<file path="config.mk">
export PLATFORM = sky130hd
export DESIGN_NAME = lvic_ctrl
export DESIGN_NICKNAME = d
export VERILOG_FILES = /design/src/hw/lvic_pkg.sv /design/src/hw/lvic_ctrl.sv /design/src/hw/lvic_prio_enc.sv
export SDC_FILE = /design/constraint.sdc
export NUM_CORES = 1
export LEC_CHECK = 0
export ABC_AREA = 0
export BUFFER_PORTS_ARGS = -buffer_cell sky130_fd_sc_hd__buf_2
export CORE_ASPECT_RATIO = 1.25
export CORE_MARGIN = 5
export CORE_UTILIZATION = 25
export CTS_BUF_LIST = sky130_fd_sc_hd__clkbuf_4
export DETAILED_ROUTE_END_ITERATION = 16
export SLEW_MARGIN = 10
export SYNTH_ARGS = -nofsm -noshare
export SYNTH_HDL_FRONTEND = slang
export SYNTH_SLANG_ARGS = --single-unit
export TNS_END_PERCENT = 10
</file>
<file path="constraint.sdc">
create_clock -name sys_clk_i -period 2.3 [get_ports sys_clk_i]
set_clock_uncertainty 0.2 [all_clocks]
set_input_delay 0.23 -clock sys_clk_i [delete_from_list [all_inputs] [get_ports sys_clk_i]]
set_output_delay 0.23 -clock sys_clk_i [all_outputs]
set_load 0.005 [all_outputs]
</file>
<file path="src/hw/lvic_pkg.sv">
// Constants, register map and source table of the leveled vector interrupt controller
`default_nettype none
package lvic_pkg;
   localparam int DATA_W = 32;
   localparam int ADDR_W = 4;
   localparam int LVL_W = 3;
   localparam int NSRC = 23;
   localparam int NPIN = 10;
   localparam int NPROG = 4;
   ////////////////////////////////////////////////////////////////////////////
   // Register offsets (word index)
   localparam logic [3:0] OFS_VECTOR_BASE = 4'h0;
   localparam logic [3:0] OFS_PIN_TRIGGER = 4'h1;
   localparam logic [3:0] OFS_GP_TRIGGER = 4'h2;
   localparam logic [3:0] OFS_MASK = 4'h3;
   localparam logic [3:0] OFS_REQ_STATUS = 4'h4;
   localparam logic [3:0] OFS_PENDING = 4'h5;
   localparam logic [3:0] OFS_PROG_LEVEL = 4'h6;
   localparam logic [3:0] OFS_CUR_LEVEL = 4'h7;
   ////////////////////////////////////////////////////////////////////////////
   // Field positions
   localparam int VEC_BASE_LSB = 3;
   localparam int VEC_BASE_W = 5;
   localparam int TRIG_W = 16;
   localparam int POL1_BIT = 15;
   localparam int POL2_BIT = 14;
   localparam int POL3_BIT = 13;
   localparam int POL6_BIT = 12;
   localparam int ET1_BIT = 11;
   localparam int ET2_BIT = 10;
   localparam int ET3_BIT = 9;
   localparam int ET6_BIT = 8;
   localparam int POL5_BIT = 7;
   localparam int GP_ET_LSB = 0;
   localparam int GP_POL_LSB = 4;
   localparam int GP_TRIG_W = 8;
   localparam int PROG_LVL_W = NPROG * LVL_W;
   ////////////////////////////////////////////////////////////////////////////
   // Reset values and fixed codes
   localparam logic [15:0] TRIG_RST = 16'h0000;
   localparam logic [7:0] GP_TRIG_RST = 8'h00;
   localparam logic [22:0] MASK_RST = 23'h7FFFFF;
   localparam logic [11:0] PROG_LVL_RST = 12'hDB6;
   localparam logic [4:0] VEC_BASE_RST = 5'h00;
   localparam logic [7:0] UNINIT_VECTOR = 8'h0F;
   localparam logic [2:0] LVL_NONE = 3'h0;
   localparam logic [2:0] LVL_MAX_PROG = 3'h6;
   localparam logic [2:0] LVL_TOP = 3'h7;
   localparam logic [9:0] PIN_IDLE = 10'h3FF;
   ////////////////////////////////////////////////////////////////////////////
   // Source indices
   localparam int SRC_EMU = 0;
   localparam int SRC_BRK = 1;
   localparam int SRC_EXT6 = 2;
   localparam int SRC_TMR1 = 3;
   localparam int SRC_PWM1 = 4;
   localparam int SRC_TMR2 = 5;
   localparam int SRC_PWM2 = 6;
   localparam int SRC_SPI1 = 7;
   localparam int SRC_UART2 = 8;
   localparam int SRC_PEN = 9;
   localparam int SRC_SPI2 = 10;
   localparam int SRC_UART1 = 11;
   localparam int SRC_WDT = 12;
   localparam int SRC_RTC = 13;
   localparam int SRC_RTI = 14;
   localparam int SRC_KBD = 15;
   localparam int SRC_GP0 = 16;
   localparam int SRC_EXT3 = 20;
   localparam int SRC_EXT2 = 21;
   localparam int SRC_EXT1 = 22;
   localparam int SRC_PROG0 = SRC_TMR2;
   // Pin indices in the synchroniser
   localparam int PIN_EXT6 = 0;
   localparam int PIN_EXT3 = 1;
   localparam int PIN_EXT2 = 2;
   localparam int PIN_EXT1 = 3;
   localparam int PIN_GP0 = 4;
   localparam int PIN_PEN = 8;
   localparam int PIN_EMU = 9;
   localparam int NEDGE_PIN = 8;

   // Fixed level of each source; programmable ones return none
   function automatic logic [2:0] fixed_level(input int idx);
      if (idx <= SRC_BRK) begin
         return 3'h7;
      end else if (idx <= SRC_PWM1) begin
         return 3'h6;
      end else if (idx <= SRC_UART2) begin
         return 3'h0;
      end else if (idx == SRC_PEN) begin
         return 3'h5;
      end else if (idx < SRC_EXT3) begin
         return 3'h4;
      end else if (idx == SRC_EXT3) begin
         return 3'h3;
      end else if (idx == SRC_EXT2) begin
         return 3'h2;
      end else begin
         return 3'h1;
      end
   endfunction : fixed_level
endpackage : lvic_pkg
`default_nettype wire

</file>
<file path="src/hw/lvic_ctrl.sv">
// Leveled vector interrupt controller: request capture, masking, ranking, vector answer
//
// Implementation choices: the register offsets and the address-and-strobe port.
`default_nettype none
module lvic_ctrl (
   input wire logic sys_clk_i,
   input wire logic rst_n_i,
   // Register port
   input wire logic [3:0] reg_addr_i,
   input wire logic [31:0] reg_wdata_i,
   input wire logic reg_wr_i,
   input wire logic reg_rd_i,
   output logic [31:0] reg_rdata_o,
   // External pins
   input wire logic emulation_request_in_n_i,
   input wire logic ext_request_six_i,
   input wire logic pen_request_in_i,
   input wire logic ext_request_three_i,
   input wire logic ext_request_two_i,
   input wire logic ext_request_one_i,
   input wire logic [3:0] gp_request_i,
   // Internal peripheral requests, level, same clock
   input wire logic brkpt_req_i,
   input wire logic tmr1_req_i,
   input wire logic tmr2_req_i,
   input wire logic pwm1_req_i,
   input wire logic pwm2_req_i,
   input wire logic spi1_req_i,
   input wire logic spi2_req_i,
   input wire logic uart1_req_i,
   input wire logic uart2_req_i,
   input wire logic wdt_req_i,
   input wire logic rtc_req_i,
   input wire logic rti_req_i,
   input wire logic kbd_req_i,
   // CPU side
   input wire logic vector_fetch_cycle_i,
   input wire logic [2:0] ack_level_i,
   output logic [2:0] level_o,
   output logic [7:0] vector_o,
   output logic vector_valid_o
);
   localparam int NSRC = lvic_pkg::NSRC;
   localparam int NPIN = lvic_pkg::NPIN;

   // Clamp of a programmed level into 0..6
   function automatic logic [2:0] prog_clamp(input logic [2:0] v);
      return (v == lvic_pkg::LVL_TOP) ? lvic_pkg::LVL_MAX_PROG : v;
   endfunction : prog_clamp

   ////////////////////////////////////////////////////////////////////////////
   // Registers
   logic [4:0] vec_base_r;
   logic vec_init_r;
   logic [15:0] pin_trig_r;
   logic [7:0] gp_trig_r;
   logic [NSRC-1:0] mask_r;
   logic [11:0] prog_lvl_r;
   logic [NSRC-1:0] status_r;
   logic [NSRC-1:0] status_nxt;
   logic [NPIN-1:0] sync1_r;
   logic [NPIN-1:0] sync2_r;
   logic [NPIN-1:0] assert_prev_r;
   logic [2:0] level_r;
   logic [7:0] vector_r;
   logic vector_valid_r;
   logic [31:0] rdata_r;
   logic [31:0] rdata_nxt;

   ////////////////////////////////////////////////////////////////////////////
   // Register decode
   wire wr_vec = reg_wr_i && (reg_addr_i == lvic_pkg::OFS_VECTOR_BASE);
   wire wr_trig = reg_wr_i && (reg_addr_i == lvic_pkg::OFS_PIN_TRIGGER);
   wire wr_gp = reg_wr_i && (reg_addr_i == lvic_pkg::OFS_GP_TRIGGER);
   wire wr_mask = reg_wr_i && (reg_addr_i == lvic_pkg::OFS_MASK);
   wire wr_stat = reg_wr_i && (reg_addr_i == lvic_pkg::OFS_REQ_STATUS);
   wire wr_prog = reg_wr_i && (reg_addr_i == lvic_pkg::OFS_PROG_LEVEL);
   wire [NSRC-1:0] w1c = wr_stat ? reg_wdata_i[NSRC-1:0] : '0;

   ////////////////////////////////////////////////////////////////////////////
   // Pin synchroniser and trigger decode
   wire [NPIN-1:0] pins_raw = {emulation_request_in_n_i, pen_request_in_i, gp_request_i,
                               ext_request_one_i, ext_request_two_i, ext_request_three_i,
                               ext_request_six_i};
   wire [NPIN-1:0] pin_pol = {1'b0, pin_trig_r[lvic_pkg::POL5_BIT],
                              gp_trig_r[lvic_pkg::GP_POL_LSB +: 4],
                              pin_trig_r[lvic_pkg::POL1_BIT], pin_trig_r[lvic_pkg::POL2_BIT],
                              pin_trig_r[lvic_pkg::POL3_BIT], pin_trig_r[lvic_pkg::POL6_BIT]};
   wire [NPIN-1:0] pin_et = {2'b00, gp_trig_r[lvic_pkg::GP_ET_LSB +: 4],
                             pin_trig_r[lvic_pkg::ET1_BIT], pin_trig_r[lvic_pkg::ET2_BIT],
                             pin_trig_r[lvic_pkg::ET3_BIT], pin_trig_r[lvic_pkg::ET6_BIT]};
   // Polarity 0 means active low
   wire [NPIN-1:0] pin_assert = ~(sync2_r ^ pin_pol);
   wire [NPIN-1:0] pin_edge = pin_assert & ~assert_prev_r;

   ////////////////////////////////////////////////////////////////////////////
   // Request vectors per source
   logic [NSRC-1:0] raw_req;
   logic [NSRC-1:0] edge_set;
   logic [NSRC-1:0] edge_mode;

   always_comb begin
      raw_req = '0;
      edge_set = '0;
      edge_mode = '0;
      raw_req[lvic_pkg::SRC_EMU] = pin_assert[lvic_pkg::PIN_EMU];
      raw_req[lvic_pkg::SRC_BRK] = brkpt_req_i;
      raw_req[lvic_pkg::SRC_TMR1] = tmr1_req_i;
      raw_req[lvic_pkg::SRC_PWM1] = pwm1_req_i;
      raw_req[lvic_pkg::SRC_TMR2] = tmr2_req_i;
      raw_req[lvic_pkg::SRC_PWM2] = pwm2_req_i;
      raw_req[lvic_pkg::SRC_SPI1] = spi1_req_i;
      raw_req[lvic_pkg::SRC_UART2] = uart2_req_i;
      raw_req[lvic_pkg::SRC_PEN] = pin_assert[lvic_pkg::PIN_PEN];
      raw_req[lvic_pkg::SRC_SPI2] = spi2_req_i;
      raw_req[lvic_pkg::SRC_UART1] = uart1_req_i;
      raw_req[lvic_pkg::SRC_WDT] = wdt_req_i;
      raw_req[lvic_pkg::SRC_RTC] = rtc_req_i;
      raw_req[lvic_pkg::SRC_RTI] = rti_req_i;
      raw_req[lvic_pkg::SRC_KBD] = kbd_req_i;
      raw_req[lvic_pkg::SRC_EXT6] = pin_assert[lvic_pkg::PIN_EXT6];
      raw_req[lvic_pkg::SRC_EXT3] = pin_assert[lvic_pkg::PIN_EXT3];
      raw_req[lvic_pkg::SRC_EXT2] = pin_assert[lvic_pkg::PIN_EXT2];
      raw_req[lvic_pkg::SRC_EXT1] = pin_assert[lvic_pkg::PIN_EXT1];
      raw_req[lvic_pkg::SRC_GP0 +: 4] = pin_assert[lvic_pkg::PIN_GP0 +: 4];
      edge_set[lvic_pkg::SRC_EXT6] = pin_edge[lvic_pkg::PIN_EXT6];
      edge_set[lvic_pkg::SRC_EXT3] = pin_edge[lvic_pkg::PIN_EXT3];
      edge_set[lvic_pkg::SRC_EXT2] = pin_edge[lvic_pkg::PIN_EXT2];
      edge_set[lvic_pkg::SRC_EXT1] = pin_edge[lvic_pkg::PIN_EXT1];
      edge_set[lvic_pkg::SRC_GP0 +: 4] = pin_edge[lvic_pkg::PIN_GP0 +: 4];
      edge_mode[lvic_pkg::SRC_EXT6] = pin_et[lvic_pkg::PIN_EXT6];
      edge_mode[lvic_pkg::SRC_EXT3] = pin_et[lvic_pkg::PIN_EXT3];
      edge_mode[lvic_pkg::SRC_EXT2] = pin_et[lvic_pkg::PIN_EXT2];
      edge_mode[lvic_pkg::SRC_EXT1] = pin_et[lvic_pkg::PIN_EXT1];
      edge_mode[lvic_pkg::SRC_GP0 +: 4] = pin_et[lvic_pkg::PIN_GP0 +: 4];
   end

   // Edge bits: set wins over clear; level bits follow the source
   assign status_nxt = (edge_mode & ((status_r & ~w1c) | edge_set)) | (~edge_mode & raw_req);

   ////////////////////////////////////////////////////////////////////////////
   // Level of each source and ranking
   logic [2:0] src_lvl [NSRC];
   wire [NSRC-1:0] active = status_r & ~mask_r;
   logic [6:0] lvl_req;
   logic [2:0] top_lvl;

   genvar gi;
   genvar gl;
   generate
      for (gi = 0; gi < NSRC; gi++) begin : g_src
         if (gi >= lvic_pkg::SRC_PROG0 && gi < lvic_pkg::SRC_PROG0 + lvic_pkg::NPROG) begin : g_prog
            assign src_lvl[gi] = prog_clamp(prog_lvl_r[(gi - lvic_pkg::SRC_PROG0) * 3 +: 3]);
         end else begin : g_fix
            assign src_lvl[gi] = lvic_pkg::fixed_level(gi);
         end
      end
      for (gl = 1; gl <= 7; gl++) begin : g_lvl
         logic [NSRC-1:0] hit;
         for (gi = 0; gi < NSRC; gi++) begin : g_hit
            assign hit[gi] = active[gi] && (src_lvl[gi] == 3'(gl));
         end
         assign lvl_req[gl-1] = |hit;
      end
   endgenerate

   lvic_prio_enc u_enc (
      .lvl_req_i(lvl_req),
      .lvl_o(top_lvl)
   );

   ////////////////////////////////////////////////////////////////////////////
   // Vector formation
   wire [7:0] ack_vector = vec_init_r ? {vec_base_r, ack_level_i} : lvic_pkg::UNINIT_VECTOR;

   ////////////////////////////////////////////////////////////////////////////
   // Read mux
   always_comb begin
      rdata_nxt = '0;
      if (reg_rd_i) begin
         case (reg_addr_i)
            lvic_pkg::OFS_VECTOR_BASE: rdata_nxt[7:0] = {vec_base_r, 3'h0};
            lvic_pkg::OFS_PIN_TRIGGER: rdata_nxt[15:0] = pin_trig_r;
            lvic_pkg::OFS_GP_TRIGGER: rdata_nxt[7:0] = gp_trig_r;
            lvic_pkg::OFS_MASK: rdata_nxt[NSRC-1:0] = mask_r;
            lvic_pkg::OFS_REQ_STATUS: rdata_nxt[NSRC-1:0] = status_r & ~mask_r;
            lvic_pkg::OFS_PENDING: rdata_nxt[NSRC-1:0] = status_r;
            lvic_pkg::OFS_PROG_LEVEL: rdata_nxt[11:0] = prog_lvl_r;
            lvic_pkg::OFS_CUR_LEVEL: rdata_nxt[2:0] = level_r;
            default: rdata_nxt = '0;
         endcase
      end
   end

   ////////////////////////////////////////////////////////////////////////////
   // Configuration registers
   always_ff @(posedge sys_clk_i) begin
      if (!rst_n_i) begin
         vec_base_r <= lvic_pkg::VEC_BASE_RST;
         vec_init_r <= 1'b0;
      end else if (wr_vec) begin
         vec_base_r <= reg_wdata_i[lvic_pkg::VEC_BASE_LSB +: lvic_pkg::VEC_BASE_W];
         vec_init_r <= 1'b1;
      end
   end

   always_ff @(posedge sys_clk_i) begin
      if (!rst_n_i) begin
         pin_trig_r <= lvic_pkg::TRIG_RST;
      end else if (wr_trig) begin
         pin_trig_r <= {reg_wdata_i[15:7], 7'h00};
      end
   end

   always_ff @(posedge sys_clk_i) begin
      if (!rst_n_i) begin
         gp_trig_r <= lvic_pkg::GP_TRIG_RST;
      end else if (wr_gp) begin
         gp_trig_r <= reg_wdata_i[7:0];
      end
   end

   always_ff @(posedge sys_clk_i) begin
      if (!rst_n_i) begin
         mask_r <= lvic_pkg::MASK_RST;
      end else if (wr_mask) begin
         mask_r <= reg_wdata_i[NSRC-1:0];
      end
   end

   always_ff @(posedge sys_clk_i) begin
      if (!rst_n_i) begin
         prog_lvl_r <= lvic_pkg::PROG_LVL_RST;
      end else if (wr_prog) begin
         prog_lvl_r <= reg_wdata_i[11:0];
      end
   end

   ////////////////////////////////////////////////////////////////////////////
   // Pins and status
   always_ff @(posedge sys_clk_i) begin
      if (!rst_n_i) begin
         sync1_r <= lvic_pkg::PIN_IDLE;
         sync2_r <= lvic_pkg::PIN_IDLE;
         assert_prev_r <= '0;
         status_r <= '0;
      end else begin
         sync1_r <= pins_raw;
         sync2_r <= sync1_r;
         assert_prev_r <= pin_assert;
         status_r <= status_nxt;
      end
   end

   ////////////////////////////////////////////////////////////////////////////
   // CPU side outputs
   always_ff @(posedge sys_clk_i) begin
      if (!rst_n_i) begin
         level_r <= lvic_pkg::LVL_NONE;
         vector_r <= 8'h00;
         vector_valid_r <= 1'b0;
      end else begin
         level_r <= top_lvl;
         vector_valid_r <= vector_fetch_cycle_i;
         if (vector_fetch_cycle_i) begin
            vector_r <= ack_vector;
         end
      end
   end

   always_ff @(posedge sys_clk_i) begin
      if (!rst_n_i) begin
         rdata_r <= 32'h00000000;
      end else begin
         rdata_r <= rdata_nxt;
      end
   end

   assign level_o = level_r;
   assign vector_o = vector_r;
   assign vector_valid_o = vector_valid_r;
   assign reg_rdata_o = rdata_r;
endmodule : lvic_ctrl
`default_nettype wire

</file>
<file path="src/hw/lvic_prio_enc.sv">
// Highest-level encoder over the seven request levels
`default_nettype none
module lvic_prio_enc (
   input wire logic [6:0] lvl_req_i,
   output logic [2:0] lvl_o
);
   logic [2:0] enc;

   always_comb begin
      enc = lvic_pkg::LVL_NONE;
      for (int l = 0; l < 7; l++) begin
         if (lvl_req_i[l]) begin
            enc = 3'(l + 1);
         end
      end
   end

   assign lvl_o = enc;
endmodule : lvic_prio_enc
`default_nettype wire

</file>
==> run metrics <==
post-synth top area cell dfxtp_1; Pwr Total ~0.0045 W; mean routed wirelength per cell 15.90 um; I/O pin count around 110; Die W 147.9 um; via density per instance ~4.7; Worst-path clk slew about 0.14 ns; Die Ht 182.3 um; detailed-route wire length 18,190 um; CP Max Fanout 17; fin crit period between 2 and 2.5 ns; DR vias 5,367; # placed instances 1,029; initial antenna violation count 2; Avg Cell Area, Syn about 9 um2; Peak VDD IR between 200 and 300 uV; Mapped Cells 672; synth top area cells dfxtp_1 49%, nand2_1 8.0%, nand2b_1 5.7%; xor-xnor portion of the synthesized cell area 0.01327; # DRC 0; Rows 63; dominant synthesized flop cell dfxtp_1; Hold Path Class in2reg; DRT antenna net count 0; synthesized area between 5000 and 6000 um2; post-synth top area share 0.4854; Layout Nets 904; clk_lat worst skew about 0.55 ns; Post-Layout Cell Count 1,144; post-synthesis cell type count 52; Synth Area in Compound Gates 0.1559; Crit Path Category in2reg; status finished clean; Worst-Margin Slew roughly 0.59 ns; Die ar. 26,960 um2; mux cell area share after synthesis 0.001685; worst path required time about 2.5 ns; gr usage total 0.1354; most frequent cell after synthesis dfxtp_1; CTS Root Cell clkbuf_4; largest net degree at the start of global routing between 100 and 150; DR pass1 iterations 5; Initial Utilization 0.2520; layout cell share with drive strength beyond 1 0.1788; Initial DRC Count around 470; cts bufs inserted 17; Area Overhead vs Synth 29.93%; first-pass GRT wire length between 20,000 and 30,000 um; EDFF count, synth 0; GP Congestion between 0.8 and 0.9; WP data arrival between 2 and 2.5 ns; synth cell count leaders 144 x dfxtp_1, 126 x nand2_1, 65 x nand3_1; static leakage between 3 and 4 nW; Startpoint Class primary input; adder and majority gate portion of the synthesized area 0; count of final hold-check violations 0; pwr dens 580.9 nW/um2; post-synthesis sequential area ratio 0.4854; final worst-path cycle share 0.9601; Max Cap Viol 0; clock sink total between 100 and 150; vias in the first global route 5,240; relative slew slack 0.6039; CTS tree yes; # port buffers roughly 90; setup_tns 0 ns; Post-Synth Simple-Gate Area 0.2857; CP endpoint kind flip-flop; Synth Register Bits 144; clock buffer depth 2; yosys warns 0; largest family of logic cells by synthesized area simple AND/OR/NAND/NOR gates; DP HPWL 12,790 um; Pins Over Slew Limit 0; # setup viols final 0; fmax around 450 MHz; RSZ-0062 raised after global routing no; grt ovf 0; H-tree depth reported by CTS 4; asr flop ratio synth 0; total core area ~24,000 um2
## stage by stage
stage	utilization	setup WS, ns	hold WS, ns	cell area, um2
global placement	0.2819	0.2727	0.1888	6645
floorplan	-	0.7168	0.1315	5969
detailed placement	0.2819	0.2646	0.1931	6645
CTS	0.3261	0.01145	0.005681	7685
global route	0.3274	0.02581	0.03861	7717
finish	0.3274	0.09185	0.06879	7717
## sequential cells by signal, summed over array words and instances, names as in the netlist
register / cells
status_r: 23
mask_r: 23
sync1_r: 10
prog_lvl_r: 12
vec_init_r: 1
gp_trig_r: 8
vector_o: 8
assert_prev_r: 8
level_o: 3
reg_rdata_o: 23
sync2_r: 10
pin_trig_r: 9
vector_valid_o: 1
vec_base_r: 5
## logic make-up after synthesis
family,Yosys count
AND/OR/NAND/NOR,328
multiplexers,1
AO/OA/AOI/OAI,122
buffers and inverters,67
XOR/XNOR,9
flip-flops,144
other,1
## routing by layer
layer	GRT usage	vias to the layer above	wire [um]
met1	0.1683	2491	7967
met3	0.03328	30	1118
met5	0	-	0
li1	-	2636	-
met2	0.2300	210	8693
met4	0.04510	0	410
## report_power, final
part	leakage, nW	internal [W]	switching, W
Clock	0.116	0.000433	0.000985
Sequential	1.18	0.00256	0.0000501
Combinational	1.79	0.000235	0.000217
Total	3.08	0.00323	0.00125
## worst max-delay path: stages
cell and delay [ns]:
dlygate4sd3_1 0.54, buf_4 0.18, nand2_1 0.12, nor3_4 0.28, nand2_2 0.17, buf_12 0.20
nand2_1 0.07, nand3_1 0.07, dlygate4sd3_1 0.58
## repair_timing
action                                  in CTS  in global routing
endpoints found under the setup margin       0                  7
hold endpoints to repair                   116                  0
buffers inserted                             0                  2
resized for setup                            0                  8
hold buffers                                80                  0
## layout make-up
class                           count  area [um2]
Fill cell                        2458       15850
Sequential cell                   144        2883
Multi-Input combinational cell    469        2750
Timing Repair Buffer              188        1411
Tap cell                          292       365.4
Clock buffer                       17       127.6
Clock inverter                     15       111.4
Inverter                           17       63.81
Antenna cell                        2       5.005
## cells in the final DEF, fill, tap and decap left out, drive strengths merged, types with 8 or more instances in the layout
cell,n
nand3,65
buf,108
dfxtp,144
nand2b,54
clkbuf,17
xnor2,9
conb,9
nor2,17
inv,21
nor3,12
a32oi,16
a21boi,31
and2,25
dlygate4sd3,80
nand2,126
o22ai,8
a21oi,14
## path summary, 6_finish.rpt
kind	start	endpoint	slack [ns]	cells after the start
worst max-delay path	reg_addr_i[1]	mask_r[14]$_SDFFE_PN1P_	0.09	9
worst min-delay path	reg_addr_i[2]	gp_trig_r[2]$_SDFFE_PN0P_	0.07	4
worst max register to register	prog_lvl_r[4]$_SDFFE_PN1P_	level_o[2]$_SDFF_PN0_	0.37	5
worst min register to register	sync1_r[0]$_SDFF_PN1_	sync2_r[0]$_SDFF_PN1_	0.22	1
(Power assumes the default switching activity.)
